### config.mk
export PLATFORM = sky130hd
export DESIGN_NAME = sys_clock_selector
export DESIGN_NICKNAME = d
export VERILOG_FILES = /design/src/hw/clk_sel_pkg.sv /design/src/hw/activity_monitor.sv /design/src/hw/glitchless_mux.sv /design/src/hw/sys_clock_selector.sv
export VERILOG_INCLUDE_DIRS = /design/src /design/src/hw
export SDC_FILE = /design/constraint.sdc
export NUM_CORES = 1
export LEC_CHECK = 0
export ABC_CLOCK_PERIOD_IN_PS = 4300
export BUFFER_PORTS_ARGS = -buffer_cell sky130_fd_sc_hd__buf_2
export CAP_MARGIN = 20
export CORE_ASPECT_RATIO = 0.6
export CORE_MARGIN = 1
export CORE_UTILIZATION = 25
export CTS_CLUSTER_SIZE = 10
export DETAILED_ROUTE_END_ITERATION = 6
export PLACE_DENSITY_LB_ADDON = 0.3
export SYNTH_ARGS = -nofsm -noshare
export SYNTH_HDL_FRONTEND = slang
export SYNTH_SLANG_ARGS = --single-unit
### constraint.sdc
create_clock -name pclk -period 4.3 [get_ports pclk]
set_input_delay 0.43 -clock pclk [delete_from_list [all_inputs] [get_ports pclk]]
set_output_delay 0.43 -clock pclk [all_outputs]
set_load 0.1 [all_outputs]
### src/hw/clk_sel_params.svh
// Constants for the system clock reference selector: register map, fields, timing.
// Assumes inclusion by bare name from design files.
`ifndef CLK_SEL_PARAMS_SVH
`define CLK_SEL_PARAMS_SVH
`define REG_CTRL        12'h000
`define REG_STATUS      12'h004
`define REG_EVENTS      12'h008
`define REG_MASK        12'h00c
`define REG_PORT_EN     12'h010
`define REG_PORT_XC     12'h014
`define REG_PORT_NET    12'h018
`define CTRL_PRI_LSB    0
`define CTRL_SEC_LSB    4
`define CTRL_TRIB_BIT   8
`define CTRL_RESET      32'h0000_0088
`define SRC_INTERNAL    4'h8
`define EV_PRI_FAIL     0
`define EV_SEC_FAIL     1
`define EV_MISCONFIG    2
`define EV_SWITCH       3
`define EV_WIDTH        4
`define ACT_WINDOW      16'd256
`define DIV_HALF        8'd10
`endif

### src/hw/clk_sel_pkg.sv
// Types shared by the system clock reference selector.
// Assumes nothing beyond a SystemVerilog compiler.
package clk_sel_pkg;
   typedef enum logic [1:0] {
      ref_primary,
      ref_secondary,
      ref_holdover
   } ref_state_t;
endpackage

### src/hw/activity_monitor.sv
// Loss-of-activity monitor for one synchronised reference clock.
// Assumes ref_sync is already two-flop synchronised to pclk.
`timescale 1ns/10ps
`include "clk_sel_params.svh"
module activity_monitor #(
   parameter logic [15:0] WINDOW = `ACT_WINDOW
) (
   input  wire logic pclk,
   input  wire logic presetn,
   input  wire logic ref_sync,
   output logic      alive
);
   typedef struct packed {
      logic        last;
      logic        seen;
      logic [15:0] count;
      logic        alive;
   } mon_state_t;
   mon_state_t s;
   mon_state_t next_s;
   always_comb begin
      next_s = s;
      next_s.last = ref_sync;
      if (ref_sync && !s.last) begin
         next_s.seen = 1'b1;
      end
      if (s.count == WINDOW - 16'h0001) begin
         next_s.count = 16'h0000;
         next_s.alive = s.seen || (ref_sync && !s.last);
         next_s.seen  = 1'b0;
      end else begin
         next_s.count = s.count + 16'h0001;
      end
   end
   always_ff @(posedge pclk or negedge presetn) begin
      if (!presetn) begin
         s <= '0;
      end else begin
         s <= next_s;
      end
   end
   assign alive = s.alive;
endmodule

### src/hw/glitchless_mux.sv
// Divides the chosen reference into the system tick; holdover keeps the last period.
// Assumes edge pulses of all candidates are already in the pclk domain.
`timescale 1ns/10ps
module glitchless_mux #(
   parameter int N = 9
) (
   input  wire logic          pclk,
   input  wire logic          presetn,
   input  wire logic [N-1:0]  edge_in,
   input  wire logic [3:0]    sel,
   input  wire logic          hold,
   output logic               sys_clk
);
   typedef struct packed {
      logic [15:0] period;
      logic [15:0] since;
      logic [15:0] hcount;
      logic [1:0]  gap;
      logic        clk;
   } mux_state_t;
   mux_state_t s;
   mux_state_t next_s;
   logic       pick;
   always_comb begin
      pick = (sel < 4'(N)) ? edge_in[sel] : 1'b0;
      next_s = s;
      next_s.since = s.since + 16'h0001;
      next_s.gap   = (s.gap == 2'h3) ? 2'h3 : s.gap + 2'h1;
      // whole cycles only
      // An edge too close to the last toggle is skipped, trading one lost edge
      // on switchover for a minimum pulse width of four pclk cycles
      if (!hold && pick) begin
         next_s.period = s.since + 16'h0001;
         next_s.since  = 16'h0000;
         next_s.hcount = 16'h0000;
         if (s.gap == 2'h3) begin
            next_s.clk = ~s.clk;
            next_s.gap = 2'h0;
         end
      end else if (hold) begin
         if (s.hcount + 16'h0001 >= s.period && s.gap == 2'h3) begin
            next_s.hcount = 16'h0000;
            next_s.clk    = ~s.clk;
            next_s.gap    = 2'h0;
         end else begin
            next_s.hcount = s.hcount + 16'h0001;
         end
      end
   end
   always_ff @(posedge pclk or negedge presetn) begin
      if (!presetn) begin
         s <= '0;
      end else begin
         s <= next_s;
      end
   end
   assign sys_clk = s.clk;
endmodule

### src/hw/sys_clock_selector.sv
// Top: APB slave, eight port clocks plus internal oscillator, interrupt out.
// Assumes port clocks are asynchronous and slow against pclk.
`timescale 1ns/10ps
`include "clk_sel_params.svh"
module sys_clock_selector #(
   parameter int          NPORT  = 8,
   parameter logic [15:0] WINDOW = `ACT_WINDOW
) (
   input  wire logic             pclk,
   input  wire logic             presetn,
   input  wire logic             psel,
   input  wire logic             penable,
   input  wire logic             pwrite,
   input  wire logic [11:0]      paddr,
   input  wire logic [31:0]      pwdata,
   output logic      [31:0]      prdata,
   output logic                  pready,
   output logic                  pslverr,
   input  wire logic [NPORT-1:0] port_clk,
   input  wire logic             osc_clk,
   output logic                  sys_clk,
   output logic      [NPORT-1:0] port_tx_slave,
   output logic      [1:0]       ref_state,
   output logic                  alarm,
   output logic                  irq
);
   localparam int N = NPORT + 1;
   typedef struct packed {
      logic [N-1:0]          meta;
      logic [N-1:0]          sync;
      logic [N-1:0]          last;
      logic [3:0]            pri;
      logic [3:0]            sec;
      logic                  trib;
      logic [NPORT-1:0]      en;
      logic [NPORT-1:0]      xc;
      logic [NPORT-1:0]      net;
      logic [`EV_WIDTH-1:0]  events;
      logic [`EV_WIDTH-1:0]  mask;
      clk_sel_pkg::ref_state_t st;
      logic [31:0]           rdata;
   } top_state_t;
   top_state_t   s;
   top_state_t   next_s;
   logic [N-1:0] alive;
   logic [N-1:0] edges;
   logic         pri_ok;
   logic         sec_ok;
   logic         misconf;
   logic [3:0]   sel;
   logic         wr;
   logic         rd;
   logic [`EV_WIDTH-1:0] ev_set;

   genvar g;
   generate
      for (g = 0; g < N; g++) begin : g_mon
         activity_monitor #(.WINDOW(WINDOW)) u_mon (
            .pclk     (pclk),
            .presetn  (presetn),
            .ref_sync (s.sync[g]),
            .alive    (alive[g])
         );
      end
   endgenerate

   // A source is usable if alive and its port qualifies
   function automatic logic src_ok(input logic [3:0] idx, input top_state_t t,
                                   input logic [N-1:0] live);
      logic q;
      q = 1'b0;
      if (idx == `SRC_INTERNAL) begin
         q = live[NPORT];
      end else if (idx < 4'(NPORT)) begin
         if (t.trib) begin
            q = t.en[idx[2:0]] && t.xc[idx[2:0]] && live[idx];
         end else begin
            q = t.en[idx[2:0]] && t.net[idx[2:0]] && live[idx];
         end
      end
      return q;
   endfunction

   // Combination check of the pairing table
   function automatic logic pair_bad(input top_state_t t);
      logic b;
      b = 1'b0;
      if (t.pri == `SRC_INTERNAL) begin
         b = (t.sec != `SRC_INTERNAL);
      end else if (t.pri >= 4'(NPORT)) begin
         b = 1'b1;
      end else if (t.trib) begin
         b = (t.sec >= 4'(NPORT)) || !t.xc[t.sec[2:0]];
      end else if (t.sec != `SRC_INTERNAL) begin
         b = (t.sec >= 4'(NPORT)) || t.xc[t.sec[2:0]];
      end
      return b;
   endfunction

   assign edges = s.sync & ~s.last;
   assign wr    = psel && penable && pwrite;
   assign rd    = psel && penable && !pwrite;

   always_comb begin
      next_s = s;
      // Two-flop synchronisers for port and oscillator clocks
      next_s.meta = {osc_clk, port_clk};
      next_s.sync = s.meta;
      next_s.last = s.sync;
      pri_ok  = src_ok(s.pri, s, alive);
      sec_ok  = src_ok(s.sec, s, alive);
      misconf = pair_bad(s);
      ev_set  = '0;
      case (s.st)
         clk_sel_pkg::ref_primary: begin
            if (!pri_ok) begin
               next_s.st = sec_ok ? clk_sel_pkg::ref_secondary
                                  : clk_sel_pkg::ref_holdover;
               ev_set[`EV_SWITCH] = 1'b1;
            end
         end
         clk_sel_pkg::ref_secondary: begin
            if (pri_ok) begin
               next_s.st = clk_sel_pkg::ref_primary;
               ev_set[`EV_SWITCH] = 1'b1;
            end else if (!sec_ok) begin
               next_s.st = clk_sel_pkg::ref_holdover;
               ev_set[`EV_SWITCH] = 1'b1;
            end
         end
         default: begin
            if (pri_ok) begin
               next_s.st = clk_sel_pkg::ref_primary;
               ev_set[`EV_SWITCH] = 1'b1;
            end else if (sec_ok) begin
               next_s.st = clk_sel_pkg::ref_secondary;
               ev_set[`EV_SWITCH] = 1'b1;
            end
         end
      endcase
      ev_set[`EV_PRI_FAIL]  = !pri_ok;
      ev_set[`EV_SEC_FAIL]  = !sec_ok && !pri_ok;
      ev_set[`EV_MISCONFIG] = misconf;
      // Read of the event register clears it; a new event wins
      if (rd && paddr == `REG_EVENTS) begin
         next_s.events = ev_set;
      end else begin
         next_s.events = s.events | ev_set;
      end
      if (wr) begin
         if (paddr == `REG_CTRL) begin
            next_s.pri  = pwdata[`CTRL_PRI_LSB +: 4];
            next_s.sec  = pwdata[`CTRL_SEC_LSB +: 4];
            next_s.trib = pwdata[`CTRL_TRIB_BIT];
         end else if (paddr == `REG_MASK) begin
            next_s.mask = pwdata[`EV_WIDTH-1:0];
         end else if (paddr == `REG_PORT_EN) begin
            next_s.en = pwdata[NPORT-1:0];
         end else if (paddr == `REG_PORT_XC) begin
            next_s.xc = pwdata[NPORT-1:0];
         end else if (paddr == `REG_PORT_NET) begin
            next_s.net = pwdata[NPORT-1:0];
         end
      end
      next_s.rdata = 32'h0000_0000;
      if (psel && !penable && !pwrite) begin
         if (paddr == `REG_CTRL) begin
            next_s.rdata = {23'h000000, s.trib, s.sec, s.pri};
         end else if (paddr == `REG_STATUS) begin
            next_s.rdata = {26'h0000000, misconf, sec_ok, pri_ok, 1'b0, s.st};
         end else if (paddr == `REG_EVENTS) begin
            next_s.rdata = {28'h0000000, s.events};
         end else if (paddr == `REG_MASK) begin
            next_s.rdata = {28'h0000000, s.mask};
         end else if (paddr == `REG_PORT_EN) begin
            next_s.rdata = {24'h000000, s.en};
         end else if (paddr == `REG_PORT_XC) begin
            next_s.rdata = {24'h000000, s.xc};
         end else if (paddr == `REG_PORT_NET) begin
            next_s.rdata = {24'h000000, s.net};
         end
      end
   end

   always_ff @(posedge pclk or negedge presetn) begin
      if (!presetn) begin
         s      <= '0;
         s.pri  <= `SRC_INTERNAL;
         s.sec  <= `SRC_INTERNAL;
      end else begin
         s <= next_s;
      end
   end

   assign sel = (s.st == clk_sel_pkg::ref_secondary) ? s.sec : s.pri;

   glitchless_mux #(.N(N)) u_mux (
      .pclk    (pclk),
      .presetn (presetn),
      .edge_in (edges),
      .sel     ((sel == `SRC_INTERNAL) ? 4'(NPORT) : sel),
      .hold    (s.st == clk_sel_pkg::ref_holdover),
      .sys_clk (sys_clk)
   );

   always_comb begin
      port_tx_slave = s.xc;
      if (s.pri < 4'(NPORT)) begin
         port_tx_slave[s.pri[2:0]] = 1'b0;
      end
      if (s.sec < 4'(NPORT)) begin
         port_tx_slave[s.sec[2:0]] = 1'b0;
      end
   end

   assign ref_state = s.st;
   assign alarm     = |s.events[2:0];
   assign irq       = |(s.events & s.mask);
   assign prdata    = s.rdata;
   assign pready    = 1'b1;
   assign pslverr   = 1'b0;
endmodule

==> run metrics, run 1 <==
status=finished, final reports clean; vias in the first global route=9,108; DRC=0; Initial Util=0.254; synth warn=0; First-pass DRT Iterations=5; fillcell total=5,591; max-slew headroom at the worst pin=0.431; Cells after Synth=1,270; largest net degree at the start of global routing=100; peak supply drop=0.000225 V; Distinct cells, synth=66; Tcrit/Tclk final=0.842; max-cap violations=0; RSZ-0062 raised after global routing=no; Pins Over Slew Limit=0; area of the multi-input gates=between 0.006 and 0.007 mm^2; worst-margin pin slew=0.854 ns; crit end category=register; clk_lat worst skew=0.52 ns; final hold viol count=0; post-DP HPWL=21,500 um; Global Route Usage Sum=0.112; top post-synthesis cells by count=dfrtp_1 (290), nor2_1 (136), nand3_1 (95); global-route wire length before repair=50,500 um; fin nets=1,415; share of post-route cells with drive strength above 1=0.141; Overflow after GRT=0; GP Congestion=0.797; share of the synthesized area in the top cell type=0.523; cell area after placement=around 0.015 mm^2; Pwr Total=0.00610 W; CTS root buf=clkbuf_16; core area=0.0545 mm^2; die width=just over 300 um; routed vias/inst=4.43; fin crit period=3.62 ns; Port-buffer cells=56; final setup vio count=0; Max Fclk=0.276 GHz; critical path data required time=4.73 ns; ys flop type=dfrtp_1; Setup CP Type=register to register; cell area after layout=0.0158 mm^2; area grow syn2layout=14.0%; WL/cell=14.9 um; # IOs=105; skew final=0.00920 ns; htree depth=2; Seq/Total Area, Yosys=0.527; Inserted Clock Buffers=35; synthesized flop and latch total=around 290; most common cell in the synthesized netlist=dfrtp_1; PD cells=between 300 and 400 mW/mm^2; starting DRC count in detailed routing=709; Setup TNS=0 ns; CTS tree=yes; top post-synthesis cells by area=dfrtp_1 (52%), xnor2_1 (5.6%), xor2_1 (3.8%); CTS max path bufs=3; post-route ant nets=0; final core utilization=0.290; initial antenna violation count=0; TritonCTS Sinks=approximately 300; # diodes=0; Hold Crit Class=input pin to register; EDFF count, synth=0; final wirelength=roughly 30,000 um; FF+latch area=approximately 0.0073 mm^2; cell area after synthesis=0.0139 mm^2; Die H=~180 um; Fin Hold WS=0.0338 ns; syn avg cell area=10.9 um^2; P_leak=7.18 nW; post-synth top area cell=dfrtp_1; DR vias=9,108; # rows=66; Max Fanout on Critical Path=18; Worst EP arrival=4.05 ns; Worst setup SP type=register; CTS clock-pin slew for the worst setup and hold paths=0.05 ns; FFs w/ async S/R, synth=1.00; die area=around 0.056 mm^2
## kinds of logic after synthesis
logic type	synth area share
and+or+nand+nor	0.175
DFF	0.527
xor gates and xnor gates	0.0941
AOI/OAI and AO/OA	0.0602
buffers and inverters	0.0413
muxes	0.0750
adders and majority gates	0.0271
other	0.000542
## registers in the layout, summed over array words and instances, names as in the netlist
register	count
g_mon.u_mon.s	153
s	50
u_mux.s	50
next_s	18
g_mon.u_mon.alive	9
prdata	9
ref_state	2
u_mux.sys_clk	1
## metal layers
| metal | up-vias | global-route usage | wire (um) |
|---|---|---|---|
| li1 | 4419 | - | - |
| met1 | 4440 | 0.173 | 16200 |
| met2 | 205 | 0.152 | 11900 |
| met3 | 44 | 0.0275 | 1970 |
| met4 | 0 | 0.0265 | 501 |
| met5 | - | 0 | 0 |
## path summary, 6_finish.rpt
path | start | end | slack, ns | cells past startpoint
max in group asynchronous | presetn | next_s[81]$_DFF_PN0_ | 2.76 | 3
max reg2reg | u_mux.s[5]$_DFFE_PN0P_ | u_mux.s[13]$_DFFE_PN0P_ | 0.68 | 15
min | port_clk[5] | next_s[89]$_DFF_PN0_ | 0.03 | 1
min in group asynchronous | presetn | s[54]$_DFFE_PN0P_ | 0.52 | 2
max | u_mux.s[5]$_DFFE_PN0P_ | u_mux.s[13]$_DFFE_PN0P_ | 0.68 | 15
min reg2reg | next_s[92]$_DFF_PN0_ | next_s[83]$_DFF_PN0_ | 0.34 | 0
## layout by cell type (no fill, tap or decap), drive strengths merged, types with 8 or more instances in the layout
cell and n:
nand4 14, nor3 9, or2 9, ha 30, mux2 43, nor4 19
buf 64, conb 25, xor2 60, mux2i 21, dfrtp 290, inv 31
and3 61, clkbuf 49, a21oi 29, a22oi 9, nand2 89, xnor2 89
nor2 139, mux4 15, nand2b 8, nor2b 33, o21ai 43, nand3 95
## stage by stage
stage | std cells | worst slack [ns]
final | 2056 | 0.680
after global routing | 2056 | 0.331
after CTS | 2056 | 0.708
after detailed placement | 1998 | 0.754
after global placement | 1998 | 0.742
after floorplan | 1293 | 0.652
## final cells by class
class | count | area share
clock buffer | 49 | 0.0607
clock inverter | 3 | 0.00206
inverter | 30 | 0.00712
multi-input combinational | 898 | 0.384
sequential | 292 | 0.462
tap | 714 | 0.0565
timing repair buffer | 70 | 0.0275
## worst max-delay path, stage by stage (launching register included)
cell,delay (ns)
dfrtp_1,0.43
nand3_1,0.12
nor2_1,0.18
nand3_1,0.13
or2_2,0.32
and2_1,0.16
or2_2,0.34
ha_1,0.31
a21oi_1,0.16
o21ai_0,0.10
a2111oi_0,0.41
o21ai_1,0.18
a21oi_1,0.19
buf_4,0.24
a21oi_1,0.09
mux2i_1,0.16
## report_power, final
group	switching (W)	leakage, nW	internal [W]	total, W
sequential	0.0000509	3.77	0.00281	0.00286
clock	0.00111	0.477	0.00154	0.00266
combinational	0.000400	2.93	0.000182	0.000582
total	0.00156	7.18	0.00453	0.00610
## repair_timing
action / CTS / global route
endpoints found under the hold margin: 46 / 0
hold buffers: 6 / 0
buffers inserted: 0 / 0
resized for setup: 0 / 0
Power figures use the tool's default switching activity.
==> run 2, diff against run 1 <==
- ABC_CLOCK_PERIOD_IN_PS: 4300 -> 3750
- clock period: 4.3 -> 3.75 ns (I/O delays scaled with it)
==> run 2 against run 1 <==
  * Hold slack better by 0.081 ns
  * Largest power group unchanged
  * Highest routed layer unchanged
  * Non-clock buffer count rose by 6
  * Clock skew rose by 0.021 ns
  * Critical path type unchanged
==> run metrics, run 2 (synthesized netlist as in run 1, its figures left out) <==
status=finished, final reports clean; DR vias=9,115; die area=0.0564 mm^2; CP max stage delay=0.40 ns; area grow syn2layout=14.6%; htree depth=2; FF-to-FF End=u_mux.s[13]$_DFFE_PN0P_; peak supply drop=0.000219 V; RSZ-0062 raised after global routing=no; CTS tree=yes; P_leak=7.22 nW; DRC=0; TritonCTS Sinks=292; Initial Util=0.254; CTS clock-pin slew for the worst setup and hold paths=roughly 0.060 ns; skew final=a little over 0.03 ns; # diodes=0; FF-to-FF Start=u_mux.s[6]$_DFFE_PN0P_; max FFs per register=153; Die H=184 um; fin nets=1,421; Hold Startpoint=pwdata[8]; max-cap violations=0; Worst EP arrival=3.81 ns; pre-CTS WS=0.212 ns; Setup CP Type=register to register; Global Route Usage Sum=0.112; commonest non-fill, non-tap cell in the layout=dfrtp_1; share of post-route cells with drive strength above 1=0.145; largest net degree at the start of global routing=93; GP Congestion=around 0.81; initial antenna violation count=0; # IOs=105; area of the multi-input gates=0.00608 mm^2; global-route wire length before repair=between 50,000 and 60,000 um; final wirelength=a little over 30,000 um; First-pass DRT Iterations=5; WL/cell=14.9 um; Top Registers=g_mon.u_mon.s (153), s (50), u_mux.s (50); final setup vio count=0; register with the most flip-flops=g_mon.u_mon.s; Pins Over Slew Limit=0; # rows=66; met3 wire length=2030 um; fin worst setup slack=~0.38 ns; vias in the first global route=9,089; Worst setup SP type=register; CTS root buf=clkbuf_16; post-route ant nets=0; Max Fclk=0.297 GHz; max-slew headroom at the worst pin=0.428; Worst path slowest cell=dfrtp_1; WHS Path Cells=2; final hold viol count=0; crit end category=register; r2r worst-path depth=15; FF+latch area=0.00731 mm^2; critical path data required time=around 4.2 ns; critical path, cell by cell=nand3_1 -> nor2_1 -> nand3_1 -> or2_2 -> and2_1 -> or2_2 -> ha_1 -> a21oi_1 -> o21ai_0 -> a2111oi_2 -> o21ai_2 -> a21oi_2 -> buf_6 -> a21oi_1 -> mux2i_1; routed length on met2=11,900 um; top layer in use=met4; Overflow after GRT=0; worst-margin pin slew=0.850 ns; Max Fanout on Critical Path=18; Port-buffer cells=56; Hold Crit Class=input pin to register; CTS max path bufs=3; clk_lat worst skew=0.53 ns; M1 WL=16,300 um; Inserted Clock Buffers=35; starting DRC count in detailed routing=688; hold path endpoint=s[66]$_DFFE_PN0P_; core area=roughly 0.055 mm^2; routed vias/inst=4.42; fin crit period=3.37 ns; fillcell total=5,618; PD cells=443 mW/mm^2; Setup TNS=0 ns; commonest non-fill, non-tap cells in the layout=dfrtp_1 (290), nor2_1 (135), nand3_1 (95), nand2_1 (89), xnor2_1 (89); die width=306 um; Tcrit/Tclk final=0.899; reg-to-reg setup timing slack=~0.38 ns; post-DP HPWL=21,600 um
## run 2: worst max-delay path, delay by kind of cell, from the launching register on
kind	cells	cell delay, ns
mux	1	0.16
compound gates	6	1.01
simple gates	6	1.22
fa+ha+maj	1	0.30
flops	1	0.40
buf+inv	1	0.19
## run 2: how the worst max path moves through the flow
stage | cells after the start | slack [ns] | from | endpoint
floorplan | 3 | 0.16 | s[74]$_DFFE_PN1P_ | port_tx_slave[1]
global placement | 15 | 0.32 | u_mux.s[5]$_DFFE_PN0P_ | u_mux.s[13]$_DFFE_PN0P_
detailed placement | 15 | 0.21 | u_mux.s[5]$_DFFE_PN0P_ | u_mux.s[13]$_DFFE_PN0P_
CTS | 15 | 0.18 | u_mux.s[5]$_DFFE_PN0P_ | u_mux.s[13]$_DFFE_PN0P_
global route | 15 | 0.02 | u_mux.s[7]$_DFFE_PN0P_ | u_mux.s[13]$_DFFE_PN0P_
finish | 15 | 0.38 | u_mux.s[6]$_DFFE_PN0P_ | u_mux.s[13]$_DFFE_PN0P_
## run 2: stage by stage
step	utilization	instances	hold slack, ns	power (W)	area [um^2]
after floorplan	-	1293	0.0794	0.00380	14000
after detailed placement	0.271	1998	0.339	0.00400	14800
after global routing	0.292	2063	0.102	0.00738	15900
final	0.292	2063	0.115	0.00704	15900
after global placement	0.271	1998	0.335	0.00399	14800
after CTS	0.291	2061	0.104	0.00713	15900
## run 2: what timing repair did
action | CTS | global route
buffers inserted | 0 | 2
gates resized for setup | 0 | 6
hold buffers | 10 | 0
endpoints found under the hold margin | 97 | 0
endpoints found under the setup margin | 0 | 17
## run 2: report_power, final
group          internal, W  switching [W]
clock network      0.00177        0.00129
logic             0.000234       0.000468
registers          0.00322      0.0000535
total              0.00523        0.00181
## run 2: cell type report
class	count	area share
clock inverters	3	0.00205
clock buffers	50	0.0606
multi-input cells	898	0.383
well taps	714	0.0562
inverters	30	0.00709
flip-flops and latches	292	0.460
repair buffers	76	0.0311
## run 2: metal layers
metal,global-route usage,vias to the layer above
met2,0.149,225
met3,0.0290,39
met5,0,-
li1,-,4435
met4,0.0273,0
met1,0.174,4416
==> run 3, diff against run 2 <==
--- a/config.mk
+++ b/config.mk
@@ -7,5 +7,5 @@
 export NUM_CORES = 1
 export LEC_CHECK = 0
-export ABC_CLOCK_PERIOD_IN_PS = 3750
+export ABC_CLOCK_PERIOD_IN_PS = 4000
 export BUFFER_PORTS_ARGS = -buffer_cell sky130_fd_sc_hd__buf_2
 export CAP_MARGIN = 20
==> constraint.sdc (replaced) <==
create_clock -name pclk -period 4 [get_ports pclk]
set_input_delay 0.2 -clock pclk [delete_from_list [all_inputs] [get_ports pclk]]
set_output_delay 0.2 -clock pclk [all_outputs]
set_load 0.1 [all_outputs]
==> run 3 against run 2 <==
  * Critical path depth is the same
  * Sequential share of layout area shrank 0.27 points
  * Design area grew 0.59%
  * Die area is the same
  * Combinational power shrank 8.8%
  * Clock power shrank 5%
  * Hold slack gained 0.010 ns
  * Flip-flop and latch count is the same
  * Global-route usage grew 0.060 points
==> run metrics, run 3 (synthesized netlist as in run 1, its figures left out) <==
DR vias=9,222; TritonCTS Sinks=292; final wirelength=30,700 um; WL/cell=14.9 um; critical path data required time=4.44 ns; Tcrit/Tclk final=0.898; CTS root buf=clkbuf_16; Inserted Clock Buffers=35; Overflow after GRT=0; Global Route Usage Sum=0.112; First-pass DRT Iterations=5; r2r worst-path depth=15; # rows=between 60 and 70; P_leak=7.26 nW; fin crit period=between 3 and 4 ns; Max Fclk=roughly 0.28 GHz; fin nets=1,430; post-route ant nets=0; most frequent CP cell=a21oi_1; share of post-route cells with drive strength above 1=0.142; Buf/Inv on CP=1; htree depth=2; clk_lat worst skew=0.53 ns; initial antenna violation count=1; worst-margin pin slew=roughly 0.89 ns; Die H=184 um; Hold Crit Class=input pin to register; RSZ-0062 raised after global routing=no; final hold viol count=0; GP Congestion=0.819; WHS Path Cells=3; PD cells=414 mW/mm^2; Port-buffer cells=56; skew final=0.0151 ns; CTS tree=yes; global-route wire length before repair=51,000 um; Worst setup SP type=register; commonest non-fill, non-tap cell in the layout=dfrtp_1; CTS max path bufs=3; max-cap violations=0; Setup TNS=0 ns; Worst EP arrival=4.04 ns; final setup vio count=0; CTS clock-pin slew for the worst setup and hold paths=0.06 ns; Crit path depth=15; Largest delay share family, worst path=simple AND/OR/NAND/NOR gates; largest net degree at the start of global routing=113; max-slew headroom at the worst pin=0.405; commonest non-fill, non-tap cells in the layout=dfrtp_1 (290), nor2_1 (136), nand3_1 (95), nand2_1 (89), xnor2_1 (89); post-DP HPWL=21,500 um; Pwr Total=0.00662 W; peak supply drop=0.000250 V; # diodes=0; Max Fanout on Critical Path=18; Initial Util=0.254; Top Registers=g_mon.u_mon.s (153), s (50), u_mux.s (50); Setup CP Type=register to register; CP max stage delay=between 0.4 and 0.5 ns; crit end category=register; status=finished, final reports clean; register with the most flip-flops=g_mon.u_mon.s; # IOs=~110; die width=306 um; max FFs per register=153; Pins Over Slew Limit=0; area grow syn2layout=15.3%; vias in the first global route=9,212; Worst path slowest cell=dfrtp_1; core area=roughly 0.055 mm^2; starting DRC count in detailed routing=648; routed vias/inst=about 4.5; die area=~0.056 mm^2; critical path, cell by cell=nand3_1 -> nor2_1 -> nand3_1 -> or2_2 -> and2_1 -> or2_2 -> ha_1 -> a21oi_1 -> o21ai_0 -> a2111oi_2 -> o21ai_1 -> a21oi_1 -> buf_4 -> a21oi_1 -> mux2i_1; DRC=0
## run 3: cell count changes in the layout (fill, tap and decap cells not counted), sizes merged
cell / before / now
dlygate4sd3: 10 / 19
clkinv: 1 / 2
bufinv: 0 / 1
clkbuf: 50 / 47
clkinvlp: 1 / 0
## run 3: layout make-up
class,instances,area (um^2)
inverter,30,113
tap,714,893
fill,5625,38500
clock inverter,4,82.6
timing repair buffer,85,581
clock buffer,47,931
multi-input combinational,898,6070
sequential,292,7310
## run 3: metrics by stage
step / setup slack, ns / area, um^2 / utilization / std cells / hold WS (ns)
after detailed placement: 0.453 / 14800 / 0.271 / 2000 / 0.313
after global routing: 0.0950 / 16000 / 0.293 / 2070 / 0.104
after global placement: 0.456 / 14800 / 0.271 / 2000 / 0.313
after floorplan: 0.582 / 14000 / - / 1293 / -0.0956
final: 0.407 / 16000 / 0.293 / 2070 / 0.125
after CTS: 0.421 / 16000 / 0.293 / 2070 / 0.0838
## run 3: path summary, 6_finish.rpt
path	from	slack, ns	to
max	u_mux.s[5]$_DFFE_PN0P_	0.41	u_mux.s[15]$_DFFE_PN0P_
min	pwrite	0.13	prdata[1]$_DFF_PN0_
max reg2reg	u_mux.s[5]$_DFFE_PN0P_	0.41	u_mux.s[15]$_DFFE_PN0P_
min reg2reg	next_s[89]$_DFF_PN0_	0.35	next_s[80]$_DFF_PN0_
max in group asynchronous	presetn	2.68	g_mon[2].u_mon.s[8]$_DFF_PN0_
min in group asynchronous	presetn	0.30	g_mon[6].u_mon.s[13]$_DFF_PN0_
## run 3: per-layer routing
layer / track usage / up-vias / share of wire
met1: 0.173 / 4508 / 0.53
met2: 0.151 / 225 / 0.39
met3: 0.0307 / 47 / 0.065
li1: - / 4442 / -
met5: 0 / - / 0
met4: 0.0279 / 0 / 0.018
## run 3: power breakdown
part	switching, W	internal [W]
Combinational	0.000436	0.000204
Sequential	0.0000557	0.00302
Clock	0.00122	0.00169
## run 3: repair_timing
| action | CTS | global route |
|---|---|---|
| gates resized for setup | 0 | 2 |
| setup endpoints to repair | 0 | 16 |
| hold endpoints to repair | 148 | 0 |
| hold buffers | 19 | 0 |
| setup buffers | 0 | 0 |
## run 3: worst reg2reg max path: stages, from the launching register on
cell       delay, ns
dfrtp_1         0.44
nand3_1         0.12
nor2_1          0.19
nand3_1         0.13
or2_2           0.32
and2_1          0.17
or2_2           0.32
ha_1            0.30
a21oi_1         0.15
o21ai_0         0.13
a2111oi_2       0.36
o21ai_1         0.18
a21oi_1         0.22
buf_4           0.25
a21oi_1         0.09
mux2i_1         0.15
